**src/dds_ctrl_map.svh**
```systemverilog
`ifndef DDS_CTRL_MAP_SVH
`define DDS_CTRL_MAP_SVH

// control word one field positions
`define CW1_PROFILE_HI 29
`define CW1_PROFILE_LO 27
`define CW1_LOAD_TIMER 26
`define CW1_KEY_EN 25
`define CW1_KEY_AUTO 24
`define CW1_AMP_DITHER 20
`define CW1_DITHER_HI 20
`define CW1_DITHER_LO 16
`define CW1_PDITHER_HI 19
`define CW1_PDITHER_LO 16
`define CW1_RESET 32'h0000_0000

// register index on the plain port
`define REG_CW1 3'h0
`define REG_PHASE 3'h1
`define REG_ASF 3'h2
`define REG_ARR 3'h3
`define REG_SEG_FINAL 3'h4
`define REG_SEG_BEGIN 3'h5
`define REG_STATUS 3'h6

// sync clock divide ratio and dither seed
`define SYNC_DIV 4
`define DITHER_SEED 32'h0000_0001
// phase word bit of lowest dithered position
`define PHASE_DITHER_BASE 13

`endif

```
**src/dds_ctrl_pkg.sv**
```systemverilog
package dds_ctrl_pkg;
  typedef enum logic [1:0] {SEQ_IDLE, SEQ_RUN, SEQ_DONE} seq_e;

  typedef struct packed {
    logic [31:0] cw1;
    logic [13:0] phase_ofs;
    logic [15:0] amplitude_scale_factor;
    logic [7:0] amplitude_ramp_rate;
    logic [39:0] seg_final;
    logic [39:0] seg_begin;
    logic [31:0] cw1_act;
    logic [13:0] phase_act;
    logic [15:0] asf_act;
    logic [7:0] arr_act;
    logic [1:0] div;
    logic sync_en;
    logic upd_d;
    logic upd_pend;
    seq_e seq;
    logic [1:0] prof;
    logic [9:0] addr;
    logic [31:0] dither_shift_register;
    logic [13:0] scale;
    logic [7:0] ramp_cnt;
    logic key_d;
    logic key_auto_d;
    logic [31:0] rdata;
    logic [16:0] phase_out;
    logic [13:0] amp_out;
    logic [13:0] mult_out;
    logic scale_bypass;
    logic [1:0] prof_out;
    logic [9:0] addr_out;
    logic sync_out;
  } state_s;
endpackage

```
**src/dds_profile_dither_keying_ctrl.sv**
```systemverilog
// Decided for this implementation: the register addresses and the address-and-strobe port.
`timescale 1ns/1ps
`include "dds_ctrl_map.svh"

module dds_profile_dither_keying_ctrl #(
  parameter int ADDR_W = 10
) (
  input wire logic clk,
  input wire logic rstn,
  // register port
  input wire logic [2:0] reg_addr,
  input wire logic [31:0] reg_wdata,
  input wire logic reg_wr,
  input wire logic reg_rd,
  output logic [31:0] reg_rdata,
  // host pins
  input wire logic io_update,
  input wire logic [1:0] profile_pins,
  input wire logic shaped_keying_pin,
  input wire logic ram_phase_dest,
  // data path
  input wire logic [16:0] phase_acc,
  input wire logic [13:0] ram_phase,
  input wire logic [13:0] core_amp,
  // outputs
  output logic [16:0] phase_word,
  output logic [13:0] amp_word,
  output logic [13:0] scale_factor,
  output logic scale_bypass,
  output logic [1:0] active_profile,
  output logic [ADDR_W-1:0] ram_addr,
  output logic sync_clk_out
);

  dds_ctrl_pkg::state_s s_r, s_nxt;

  // ===========================================
  // decode helpers
  // ===========================================
  // last profile index of a sequencing code
  function automatic logic [1:0] last_prof(input logic [2:0] code);
    last_prof = code[1:0] == 2'h0 ? 2'h1 : (code[2] ? code[1:0] : code[1:0]);
    if (code[2])
      last_prof = code[1:0] + 2'h1;
  endfunction

  // code 111 and 000 mean inactive
  function automatic logic seq_active(input logic [2:0] code);
    seq_active = (code != 3'h0) && (code != 3'h7);
  endfunction

  function automatic logic [9:0] seg_field(input logic [39:0] v, input logic [1:0] p);
    seg_field = v[p*10 +: 10];
  endfunction

  // ===========================================
  // next state
  // ===========================================
  logic [2:0] code;
  logic upd_edge;
  logic [13:0] step;
  logic [13:0] limit;
  logic [14:0] up_sum;
  logic [3:0] pdither;
  logic [3:0] dith_sel;
  logic [3:0] dith_bits;

  // ===========================================
  // phase dither mask
  // ===========================================
  // one select and one random bit per dithered phase position
  for (genvar g = 0; g < 4; g++)
  begin : g_dith
    assign dith_sel[g] = s_r.cw1_act[`CW1_PDITHER_LO + g];
    assign dith_bits[g] = dith_sel[g] & s_r.dither_shift_register[g];
  end

  always_comb
  begin
    s_nxt = s_r;
    code = s_r.cw1_act[`CW1_PROFILE_HI:`CW1_PROFILE_LO];
    step = 14'h1 << s_r.asf_act[15:14];
    limit = s_r.asf_act[13:0];
    up_sum = {1'b0, s_r.scale} + {1'b0, step};
    upd_edge = 1'b0;
    pdither = 4'h0;

    // register writes other than the segment addresses land in the buffer set
    if (reg_wr)
    begin
      unique case (reg_addr)
        `REG_CW1: s_nxt.cw1 = reg_wdata;
        `REG_PHASE: s_nxt.phase_ofs = reg_wdata[13:0];
        `REG_ASF: s_nxt.amplitude_scale_factor = reg_wdata[15:0];
        `REG_ARR: s_nxt.amplitude_ramp_rate = reg_wdata[7:0];
        `REG_SEG_FINAL: s_nxt.seg_final = {s_nxt.seg_final[39:32], reg_wdata};
        `REG_SEG_BEGIN: s_nxt.seg_begin = {s_nxt.seg_begin[39:32], reg_wdata};
        default: s_nxt.cw1 = s_nxt.cw1;
      endcase
    end
    if (reg_rd)
    begin
      unique case (reg_addr)
        `REG_CW1: s_nxt.rdata = s_r.cw1;
        `REG_PHASE: s_nxt.rdata = {18'h0, s_r.phase_ofs};
        `REG_ASF: s_nxt.rdata = {16'h0, s_r.amplitude_scale_factor};
        `REG_ARR: s_nxt.rdata = {24'h0, s_r.amplitude_ramp_rate};
        `REG_SEG_FINAL: s_nxt.rdata = s_r.seg_final[31:0];
        `REG_SEG_BEGIN: s_nxt.rdata = s_r.seg_begin[31:0];
        `REG_STATUS: s_nxt.rdata = {10'h0, s_r.scale, s_r.seq, s_r.prof, 4'h0};
        default: s_nxt.rdata = 32'h0;
      endcase
    end
    else
      s_nxt.rdata = 32'h0;

    // divide by four gives the sync enable
    s_nxt.div = s_r.div + 2'h1;
    s_nxt.sync_en = (s_r.div == 2'(`SYNC_DIV - 1));
    s_nxt.sync_out = s_r.div[1];

    // update sampled on sync rate only; pending bit keeps a short strobe
    if (io_update)
      s_nxt.upd_pend = 1'b1;
    if (s_r.sync_en)
    begin
      s_nxt.upd_d = s_r.upd_pend;
      s_nxt.upd_pend = io_update;
      upd_edge = s_r.upd_pend && !s_r.upd_d;
    end

    if (upd_edge)
    begin
      s_nxt.cw1_act = s_r.cw1;
      s_nxt.phase_act = s_r.phase_ofs;
      s_nxt.asf_act = s_r.amplitude_scale_factor;
      s_nxt.arr_act = s_r.amplitude_ramp_rate;
    end
    // decode the code being made active, so an update from idle starts the burst
    code = s_nxt.cw1_act[`CW1_PROFILE_HI:`CW1_PROFILE_LO];

    // ===========================================
    // profile sequencer
    // ===========================================
    if (!seq_active(code))
    begin
      s_nxt.seq = dds_ctrl_pkg::SEQ_IDLE;
      s_nxt.prof = profile_pins;
    end
    else if (upd_edge)
    begin
      // restart at profile 0 begin address
      s_nxt.seq = dds_ctrl_pkg::SEQ_RUN;
      s_nxt.prof = 2'h0;
      s_nxt.addr = seg_field(s_r.seg_begin, 2'h0);
    end
    else if (s_r.sync_en)
    begin
      unique case (s_r.seq)
        dds_ctrl_pkg::SEQ_IDLE:
        begin
          s_nxt.seq = dds_ctrl_pkg::SEQ_IDLE;
        end
        dds_ctrl_pkg::SEQ_RUN:
        begin
          // every profile is a ramp-up walk
          if (s_r.addr != seg_field(s_r.seg_final, s_r.prof))
            s_nxt.addr = s_r.addr + 10'h1;
          // advance only at final segment address
          else if (s_r.prof != last_prof(code))
          begin
            s_nxt.prof = s_r.prof + 2'h1;
            s_nxt.addr = seg_field(s_r.seg_begin, s_r.prof + 2'h1);
          end
          else if (code[2])
          begin
            s_nxt.prof = 2'h0;
            s_nxt.addr = seg_field(s_r.seg_begin, 2'h0);
          end
          else
            s_nxt.seq = dds_ctrl_pkg::SEQ_DONE;
        end
        dds_ctrl_pkg::SEQ_DONE:
        begin
          s_nxt.seq = dds_ctrl_pkg::SEQ_DONE;
        end
      endcase
    end

    // ===========================================
    // dither generator
    // ===========================================
    // steps at sync rate while any enable set
    if (s_r.sync_en && |s_r.cw1_act[`CW1_DITHER_HI:`CW1_DITHER_LO])
      s_nxt.dither_shift_register = {s_r.dither_shift_register[30:0], s_r.dither_shift_register[31] ^ s_r.dither_shift_register[21] ^ s_r.dither_shift_register[1] ^ s_r.dither_shift_register[0]};

    s_nxt.phase_out = phase_acc + {3'h0, ram_phase_dest ? ram_phase : s_r.phase_act};
    pdither = dith_sel;
    s_nxt.phase_out[`PHASE_DITHER_BASE +: 4] = (s_nxt.phase_out[`PHASE_DITHER_BASE +: 4] & ~pdither) | dith_bits;

    // amplitude dither only when bit 20 set
    s_nxt.amp_out = s_r.cw1_act[`CW1_AMP_DITHER] ? (core_amp ^ {12'h0, s_r.dither_shift_register[5:4]}) : core_amp;

    // ===========================================
    // shaped keying
    // ===========================================
    s_nxt.key_d = shaped_keying_pin;
    s_nxt.key_auto_d = s_r.cw1_act[`CW1_KEY_EN] && s_r.cw1_act[`CW1_KEY_AUTO];
    if (s_nxt.key_auto_d && (!s_r.key_auto_d || shaped_keying_pin != s_r.key_d
        || (upd_edge && s_r.cw1_act[`CW1_LOAD_TIMER])))
      s_nxt.ramp_cnt = s_r.arr_act;
    else if (s_r.key_auto_d && s_r.sync_en)
    begin
      if (s_r.ramp_cnt <= 8'h1)
      begin
        s_nxt.ramp_cnt = s_r.arr_act;
        if (shaped_keying_pin)
          s_nxt.scale = (up_sum > {1'b0, limit}) ? limit : up_sum[13:0];
        else
          s_nxt.scale = (s_r.scale < step) ? 14'h0 : s_r.scale - step;
      end
      else
        s_nxt.ramp_cnt = s_r.ramp_cnt - 8'h1;
    end

    s_nxt.scale_bypass = !s_r.cw1_act[`CW1_KEY_EN];
    s_nxt.mult_out = s_r.cw1_act[`CW1_KEY_AUTO] ? s_r.scale : s_r.asf_act[13:0];
    s_nxt.prof_out = s_r.prof;
    s_nxt.addr_out = s_r.addr;
  end

  // ===========================================
  // state register
  // ===========================================
  always_ff @(posedge clk)
  begin
    if (!rstn)
    begin
      s_r <= '0;
      s_r.cw1 <= `CW1_RESET;
      s_r.cw1_act <= `CW1_RESET;
      s_r.dither_shift_register <= `DITHER_SEED;
      s_r.scale_bypass <= 1'b1;
      s_r.seq <= dds_ctrl_pkg::SEQ_IDLE;
    end
    else
      s_r <= s_nxt;
  end

  assign reg_rdata = s_r.rdata;
  assign phase_word = s_r.phase_out;
  assign amp_word = s_r.amp_out;
  assign scale_factor = s_r.mult_out;
  assign scale_bypass = s_r.scale_bypass;
  assign active_profile = s_r.prof_out;
  assign ram_addr = ADDR_W'(s_r.addr_out);
  assign sync_clk_out = s_r.sync_out;

endmodule // dds_profile_dither_keying_ctrl

```
**config.mk**
```make
export PLATFORM = sky130hd
export DESIGN_NAME = dds_profile_dither_keying_ctrl
export DESIGN_NICKNAME = d
export VERILOG_FILES = /design/src/dds_ctrl_pkg.sv /design/src/dds_profile_dither_keying_ctrl.sv
export VERILOG_INCLUDE_DIRS = /design/src
export SDC_FILE = /design/constraint.sdc
export NUM_CORES = 1
export LEC_CHECK = 0
export BUFFER_PORTS_ARGS = -buffer_cell sky130_fd_sc_hd__buf_2
export CORE_MARGIN = 3
export CORE_UTILIZATION = 42
export DETAILED_ROUTE_END_ITERATION = 16
export PLACE_DENSITY = 0.57
export SYNTH_ARGS = -nofsm -noshare
export SYNTH_HDL_FRONTEND = slang
export SYNTH_SLANG_ARGS = --single-unit
```
**constraint.sdc**
```tcl
create_clock -name clk -period 11.2 [get_ports clk]
set_clock_uncertainty 0.2 [all_clocks]
set_input_delay 0.56 -clock clk [delete_from_list [all_inputs] [get_ports clk]]
set_output_delay 0.56 -clock clk [all_outputs]
set_load 0.01 [all_outputs]
```
# [Word-level counts from Yosys, hierarchy flattened]
# Cells that the tools add are included.
[totals] regBits=368 in_bits=89
[classes] n_shift=3 n_addsub=8 bitwise_logic=14 n_mul=2 n_eq_ne=23 muxes=32 n_reduce_logical=36 n_lt_le_gt_ge=3
[ops] op="$pmux 32 s7" n=1
[ops] op="$mux 14" n=6
[ops] op="$shiftx 40x7->10" n=2
[ops] op="$mux 68" n=1
[ops] op="$mux 12" n=3
[ops] op="$mux 13" n=2
[ops] op="$mux 8" n=3
[ops] op="$mux 2" n=10
[ops] op="$ne 3x3->1 const B" n=6
[ops] op="$add 17x14->17" n=1
[ops] op="$reduce_and 2->1" n=8
[ops] op="$reduce_and 4->1" n=4
[ops] op="$add 14x14->15" n=1
[ops] op="$gt 15x14->1" n=1
[ops] op="$lt 14x14->1" n=1
[ops] op="$shl 1x2->14 const A" n=1
[ops] op="$sub 14x14->14" n=1
[ops] op="$xor 14x2->14" n=1
[ops] op="$add 10x1->10 const B" n=1
[ops] op="$mul 2x3->5 const B" n=2
[ops] op="$mux 10" n=1
[ops] op="$ne 10x10->1" n=1
[ops] op="$eq 3x3->1 const B" n=3
[ops] op="$le 8x1->1 const B" n=1
[ops] op="31 further kinds" n=59

# [Logic depth before layout (Yosys ltp)]
# Gate-level depths: netlist of the first run.
[logic_depth] depth_word=19 ltp_mapped=18 depth_no_buf=17

# [Least setup slack after synthesis of the first run]
# OpenSTA, ideal clock, no wires.
[synth_path] path_kind="register to register" startpoint="reg s_r[189] (netlist name)" endpoint="reg s_r[104] (netlist name)" arrival_ns=3.422 setup_slack_ns=7.460 stages_incl_launch_ff=16 synth_period_minus_slack_ns=3.740 path_cell_list="dfxtp_1 > nand2b_1 > ha_1 > nand2b_1 > a21oi_1 > o21ai_0 > a2111oi_0 > xor2_1 > ha_1 > nand4_1 > nor2_1 > o21ai_0 > o211ai_1 > nand2_1 > mux2i_1 > o221a_2"
[synth_between] elab_chain_len=5
[synth_rtl] item="from (decl)" line="dds_profile_dither_keying_ctrl.sv:35" source="dds_ctrl_pkg::state_s s_r, s_nxt;"
[synth_rtl] item="from (signal assigned)" line="dds_profile_dither_keying_ctrl.sv:247" source="s_r <= s_nxt;"
[synth_rtl] item="$shl 1x2->14 *" line="dds_profile_dither_keying_ctrl.sv:82" source="step = 14'h1 << s_r.asf_act[15:14];"
[synth_rtl] item="$add 14x14->15" line="dds_profile_dither_keying_ctrl.sv:84" source="up_sum = {1'b0, s_r.scale} + {1'b0, step};"
[synth_rtl] item="$gt 15x14->1" line="dds_profile_dither_keying_ctrl.sv:218" source="s_nxt.scale = (up_sum > {1'b0, limit}) ? limit : up_sum[13:0];"
[synth_rtl] item="$mux 14" line="dds_profile_dither_keying_ctrl.sv:218"
[synth_rtl] item="$mux 14 *" line="dds_profile_dither_keying_ctrl.sv:217" source="if (shaped_keying_pin)"
# Every way passes the cells marked *; elsewhere a longest branch is shown, timed or not.
# A chain may end at the register's enable or synchronous reset.

# [Worst setup path after layout of the first run]
[layout_path] startpoint="reg s_r[189] (netlist name)" endpoint="reg s_r[102] (netlist name)"
# Same word-level chain as after synthesis.

==> results of run 1 <==
## power breakdown
| part | switching, W | total (W) | internal (W) |
|---|---|---|---|
| logic | 0.000131 | 0.000205 | 0.0000745 |
| clock network | 0.000559 | 0.00133 | 0.000774 |
| registers | 0.0000173 | 0.00128 | 0.00126 |
| total | 0.000708 | 0.00282 | 0.00211 |
## cell families after synthesis
group                      synth area share [%]
and+or+nand+nor                            20.9
DFF                                        41.2
buffers and inverters                      8.43
adders and majority gates                  3.60
AOI/OAI and AO/OA                          16.3
muxes                                      7.26
xor gates and xnor gates                   2.28
## layer usage
metal | vias up | share of wire [%]
met1 | 7062 | 47
met2 | 522 | 43
met3 | 86 | 7.0
met4 | 0 | 2.8
li1 | 7169 | -
met5 | - | 0
## state kept, by name, indices dropped and copies added (netlist names)
register / flops
amp_word: 14
scale_bypass: 1
reg_rdata: 32
s_nxt: 13
sync_clk_out: 1
dith_sel: 4
limit: 14
phase_word: 17
scale_factor: 14
s_r: 227
ram_addr: 10
active_profile: 2
## through the flow
stage | setup slack [ns] | total power [W] | area (µm²)
2_1_floorplan | 7.46 | 0.00144 | 16900
3_3_place_gp | 6.07 | 0.00151 | 17400
3_5_place_dp | 6.08 | 0.00151 | 17400
4_1_cts | 6.05 | 0.00285 | 18900
5_1_grt | 5.54 | 0.00292 | 18900
6_report | 5.94 | 0.00282 | 18900
## worst max-delay path by stage
stage / to / slack (ns) / cells after the start
3_3_place_gp: s_r[102] / 6.07 / 15
5_1_grt: s_r[102] / 5.54 / 15
3_5_place_dp: s_r[102] / 6.08 / 15
4_1_cts: s_r[102] / 6.05 / 15
6_report: s_r[102] / 5.94 / 15
2_1_floorplan: s_r[104] / 7.46 / 15
## cells in the mapped netlist (3+ instances only)
master and instances:
inv_1 56, and3_1 10, nand3_1 36, nor4_1 4
dfxtp_1 349, nor3b_1 4, o31ai_1 3, or3_1 5
o21ai_0 71, buf_2 12, a22oi_1 8, o2bb2ai_1 4
nand3b_1 9, clkbuf_1 110, a211o_1 3, and4_1 3
buf_1 9, mux4_2 9, nor3_1 18, nand4_1 11
buf_4 90, or4_1 3, mux2i_1 73, mux2_2 25
a2bb2oi_1 3, and4b_1 3, o211ai_1 8, nand2_1 495
a211oi_1 6, nor2b_1 15, nor2_1 140, a221oi_1 11
xnor2_1 25, ha_1 44, a21o_1 18, nand2b_1 18
and2_1 31, xor2_1 19, a21oi_1 303, fa_1 3
a31oi_1 19, or2_2 4
## cell type report
class	instances	area [µm²]
sequential	349	6990
fill	3959	20400
clock inverter	16	196
clock buffer	56	1150
multi-input combinational	1504	8550
tap	518	648
inverter	58	225
timing repair buffer	205	1120
## worst max-delay path, cell delays in order, from the launching register on
cell,delay (ns)
dfxtp_1,0.38
nand2b_1,0.27
ha_1,0.29
nand2b_1,0.14
a21oi_1,0.20
o21ai_0,0.23
a2111oi_0,0.64
xor2_1,0.17
ha_1,0.35
nand4_1,0.09
nor2_1,0.13
o21ai_0,0.09
o211ai_1,0.83
nand2_1,0.61
o211ai_1,0.34
a221oi_1,0.11
==> out/qor.yml, run 1 <==
status: "finished, final reports clean"
met3_usage_pct: 4.64
power.leakage_nw: 7.30
clock-root-buffer: "clkbuf_16"
clk_latency_ns: 0.59
synth_top_area_share_pct: 41.2
htree_levels: 2
drt.antenna.violating_nets: 0
antenna_found_initial: 1
synth-main-ff-cell: "dfxtp_1"
drive_gt1_share_pct: 14.3
finish.utilization_pct: 48.1
hold_violations: 0
timing.final.crit_share_pct: 47.0
fp-row-count: 72
cp.required_ns: 11.39
place_hpwl_um: 37900
initial_core_util_pct: 43.1
p_per_area_nw_per_um2: 149
post_cts_buffers: 0
synth_warnings: 0
ys_seq_elements: 349
final_cell_mix: "nand2_1, dfxtp_1, a21oi_1, buf_2, nor2_1"
final_common_cell: "nand2_1"
cts-hold-fix-buffers: 12
cts_tree: "done"
nNetsFinal: 2295
holdPathStages: 3
path_class: "register to register"
hold_path_class: "input port to register"
clk_pin_slew_worst_paths_ns: 0.05
synth_area_um2: 16900
area_growth_pct: 11.5
worst_setup_path_end_kind: "register"
place_inst: 2622
numPortBuffers: 179
use_met2_pct: 38.2
worstMarginPinSlew_ns: 1.37
syn-num-nets: 2271
drt_iter0_drc: 1301
maxSlewViolCount: 0
grt_start_max_net_pins: 166
startpoint: "s_r[189]"
gp_congestion: 0.887
ys_seq_area_share_pct: 41.2
clk_path_buf_depth: 3
cp.arrival_ns: 5.46
r2r-start: "s_r[189]"
r2r_end: "s_r[102]"
die-area_um2: 42800
drv_cap: 0
grtUsageTotal_pct: 25.4
hold_slack_ns: 0.0183
route.detailed.drc: 0
grt_pass1_wl_um: 84000
critPathLaunchType: "register"
rrSetupSlack_ns: 5.94
fin_setup_tns_ns: 0
finalWirelength_um: 54600
ios: 180
clock_sinks: 349
firstDrtPassIters: 8
irDropWorstVdd_mv: 0.109
fin_crit_ns: 5.26
syn_inst: 2135
synth_cell_types: 73
fp.dieH_um: 207
relSlewSlack_pct: 8.52
grt_busiest_layer: "met2"
reg2reg_depth: 15
yosysTopAreaCell: "dfxtp_1"
synth_edf_count: 0
core_um2: 39300
die_w_um: 207
via_count: 14839
syn_avg_cell_area_um2: 7.93
rsz0062_at_grt: "false"
insertedDiodeCount: 0
wl_per_cell_um: 20.2
ctsResizeCount: 0
numCtsBuffers: 41
viasPerCell: 5.48
async_flop_share_pct: 0
final-setup-viol-count: 0
overflow: 0
synth.area.top_cells: "dfxtp_1, nand2_1, a21oi_1, mux2i_1, buf_4"
timing.fmax_ghz: 0.190
hold_path_end: "s_r[161]"
fin_cells: 2706
path_max_fanout: 13
met1_usage_pct: 37.0
grt_pass1_vias: 14118
hold_start: "io_update"
(Power assumes the default switching activity.)
==> run 2, diff against run 1 <==
--- a/config.mk
+++ b/config.mk
@@ -10,7 +10,7 @@
 export CORE_MARGIN = 3
 export CORE_UTILIZATION = 42
 export DETAILED_ROUTE_END_ITERATION = 16
-export PLACE_DENSITY = 0.57
+export PLACE_DENSITY = 0.6
 export SYNTH_ARGS = -nofsm -noshare
 export SYNTH_HDL_FRONTEND = slang
 export SYNTH_SLANG_ARGS = --single-unit
==> constraint.sdc (replaced) <==
create_clock -name clk -period 4.5 [get_ports clk]
set_clock_uncertainty 0.2 [all_clocks]
set_input_delay 0.225 -clock clk [delete_from_list [all_inputs] [get_ports clk]]
set_output_delay 0.225 -clock clk [all_outputs]
set_load 0.01 [all_outputs]
==> run 2 against run 1 <==
  * Clock-buffer cell count is 2 higher
  * Fmax rose by 30%
  * Flip-flop and latch count stayed put
  * Non-clock buffer count up 74
  * First-iteration DRC count grew 7.7%
  * Register-to-register slack got worse by 5.5 ns
  * Sequential power up 150%
  * Global-route usage fell by 0.077 points
  * Wire length grew 1.4%
  * Utilization is 1.9 points higher
  * Combinational power grew to 2.8 times the previous value
  * Critical path type unchanged
  * Critical endpoint is now s_r[108]
  * Largest power group unchanged
==> out/qor.yml, run 2 (synthesis gave the netlist of run 1 again) <==
hold_path_class: "input port to register"
final_cell_mix: "nand2_1, dfxtp_1, a21oi_1, buf_2, nor2_1"
numPortBuffers: 179
worstPathCellList: "nand2b_1 -> ha_1 -> nand2b_1 -> a21oi_1 -> o21ai_1 -> a21oi_1 -> xor2_1 -> ha_1 -> a21o_1 -> a21o_1 -> a211o_1 -> o211ai_1 -> o211ai_1 -> nand2_1 -> buf_4 -> mux2i_1 -> o22ai_1"
critPathLaunchType: "register"
clock-root-buffer: "clkbuf_16"
htree_levels: 2
fp.dieH_um: 207
timing.final.crit_share_pct: 90.1
crit_slowest_cell: "dfxtp_1"
drive_gt1_share_pct: 14.4
drv_cap: 0
critPathMaxStageDelay_ns: 0.39
worst_setup_path_end_kind: "register"
grt_pass1_wl_um: 84100
insertedDiodeCount: 0
die_w_um: 207
fin_crit_ns: 4.06
initial_core_util_pct: 43.1
grtUsageTotal_pct: 25.3
rsz0062_at_grt: "false"
largest_register_ffs: 227
worstMarginPinSlew_ns: 1.20
drt.antenna.violating_nets: 0
finalWirelength_um: 55400
cp_top_family: "compound AO/OA/AOI/OAI gates"
nNetsFinal: 2369
cp.required_ns: 4.70
route.detailed.drc: 0
crit_buf_inv: 1
timing.fmax_ghz: 0.247
relSlewSlack_pct: 20.0
path_max_fanout: 6
path_class: "register to register"
p_per_area_nw_per_um2: 365
viasPerCell: 5.45
hold_violations: 0
irDropWorstVdd_mv: 0.256
regMostFlops: "s_r"
cts_tree: "done"
ios: 180
power.leakage_nw: 7.65
final-setup-viol-count: 0
wl_per_cell_um: 19.9
grt_pass1_vias: 14349
area_growth_pct: 15.9
status: "finished, final reports clean"
gp_congestion: 0.913
cp.arrival_ns: 4.26
numCtsBuffers: 41
drt_iter0_drc: 1401
firstDrtPassIters: 5
overflow: 0
fin_setup_tns_ns: 0
die-area_um2: 42800
maxSlewViolCount: 0
clk_latency_ns: 0.55
place_hpwl_um: 38700
grt_start_max_net_pins: 144
clk_pin_slew_worst_paths_ns: 0.06
core_um2: 39300
via_count: 15132
fp-row-count: 72
finish.utilization_pct: 50.0
clock_sinks: 349
clk_path_buf_depth: 3
antenna_found_initial: 0
final_common_cell: "nand2_1"
## run 2: timing repair
| action | in CTS | in global routing |
|---|---|---|
| hold endpoints to repair | 172 | 0 |
| setup endpoints to repair | 0 | 9 |
| gates resized for setup | 0 | 3 |
| buffers inserted | 0 | 0 |
| hold buffers | 72 | 0 |
## run 2: layout make-up
type                    instances  area, µm²
clock buffers                  58       1230
clock inverters                13        149
fillers                      3940      19700
inverters                      58        225
multi-input cells            1504       8540
flip-flops and latches        349       6990
well taps                     518        648
repair buffers                279       1840
## run 2: per-layer routing
metal	global-route usage [%]	share of wire, %	up-vias
li1	-	-	7317
met1	36.8	47	7244
met2	39.7	45	501
met3	3.47	6.3	70
met4	6.62	2.0	0
met5	0	0	-
## run 2: metrics by stage
step / cell area (µm²) / power (W) / setup WS (ns) / std cells / hold slack [ns]
after global placement: 17500 / 0.00375 / 0.374 / 2636 / 0.208
after floorplan: 16900 / 0.00359 / 0.760 / 2135 / 0.142
after CTS: 19600 / 0.00723 / 0.364 / 2779 / 0.0200
after detailed placement: 17500 / 0.00376 / 0.409 / 2636 / 0.218
final: 19600 / 0.00717 / 0.444 / 2779 / 0.0467
after global routing: 19600 / 0.00742 / 0.148 / 2779 / 0.0564
## run 2: final timing paths
check	start	end	slack, ns	cells after the start
max	s_r[189]	s_r[108]	0.44	17
min	ram_phase[10]	phase_word[10]	0.05	5
max reg2reg	s_r[189]	s_r[108]	0.44	17
min reg2reg	s_r[164]	s_r[164]	0.22	1
## run 2: worst register-to-register path, cell delays in order (launching register included)
cell      delay, ns
dfxtp_1        0.39
nand2b_1       0.25
ha_1           0.28
nand2b_1       0.14
a21oi_1        0.21
o21ai_1        0.20
a21oi_1        0.23
xor2_1         0.24
ha_1           0.29
a21o_1         0.19
a21o_1         0.17
a211o_1        0.28
o211ai_1       0.10
o211ai_1       0.14
nand2_1        0.12
buf_4          0.17
mux2i_1        0.21
o22ai_1        0.09
## run 2: where the power goes
part           switching (W)  leakage, nW  internal (W)
Combinational       0.000340         4.14      0.000230
Sequential         0.0000422         2.83       0.00315
Clock                0.00134        0.682       0.00207
Total                0.00172         7.65       0.00545
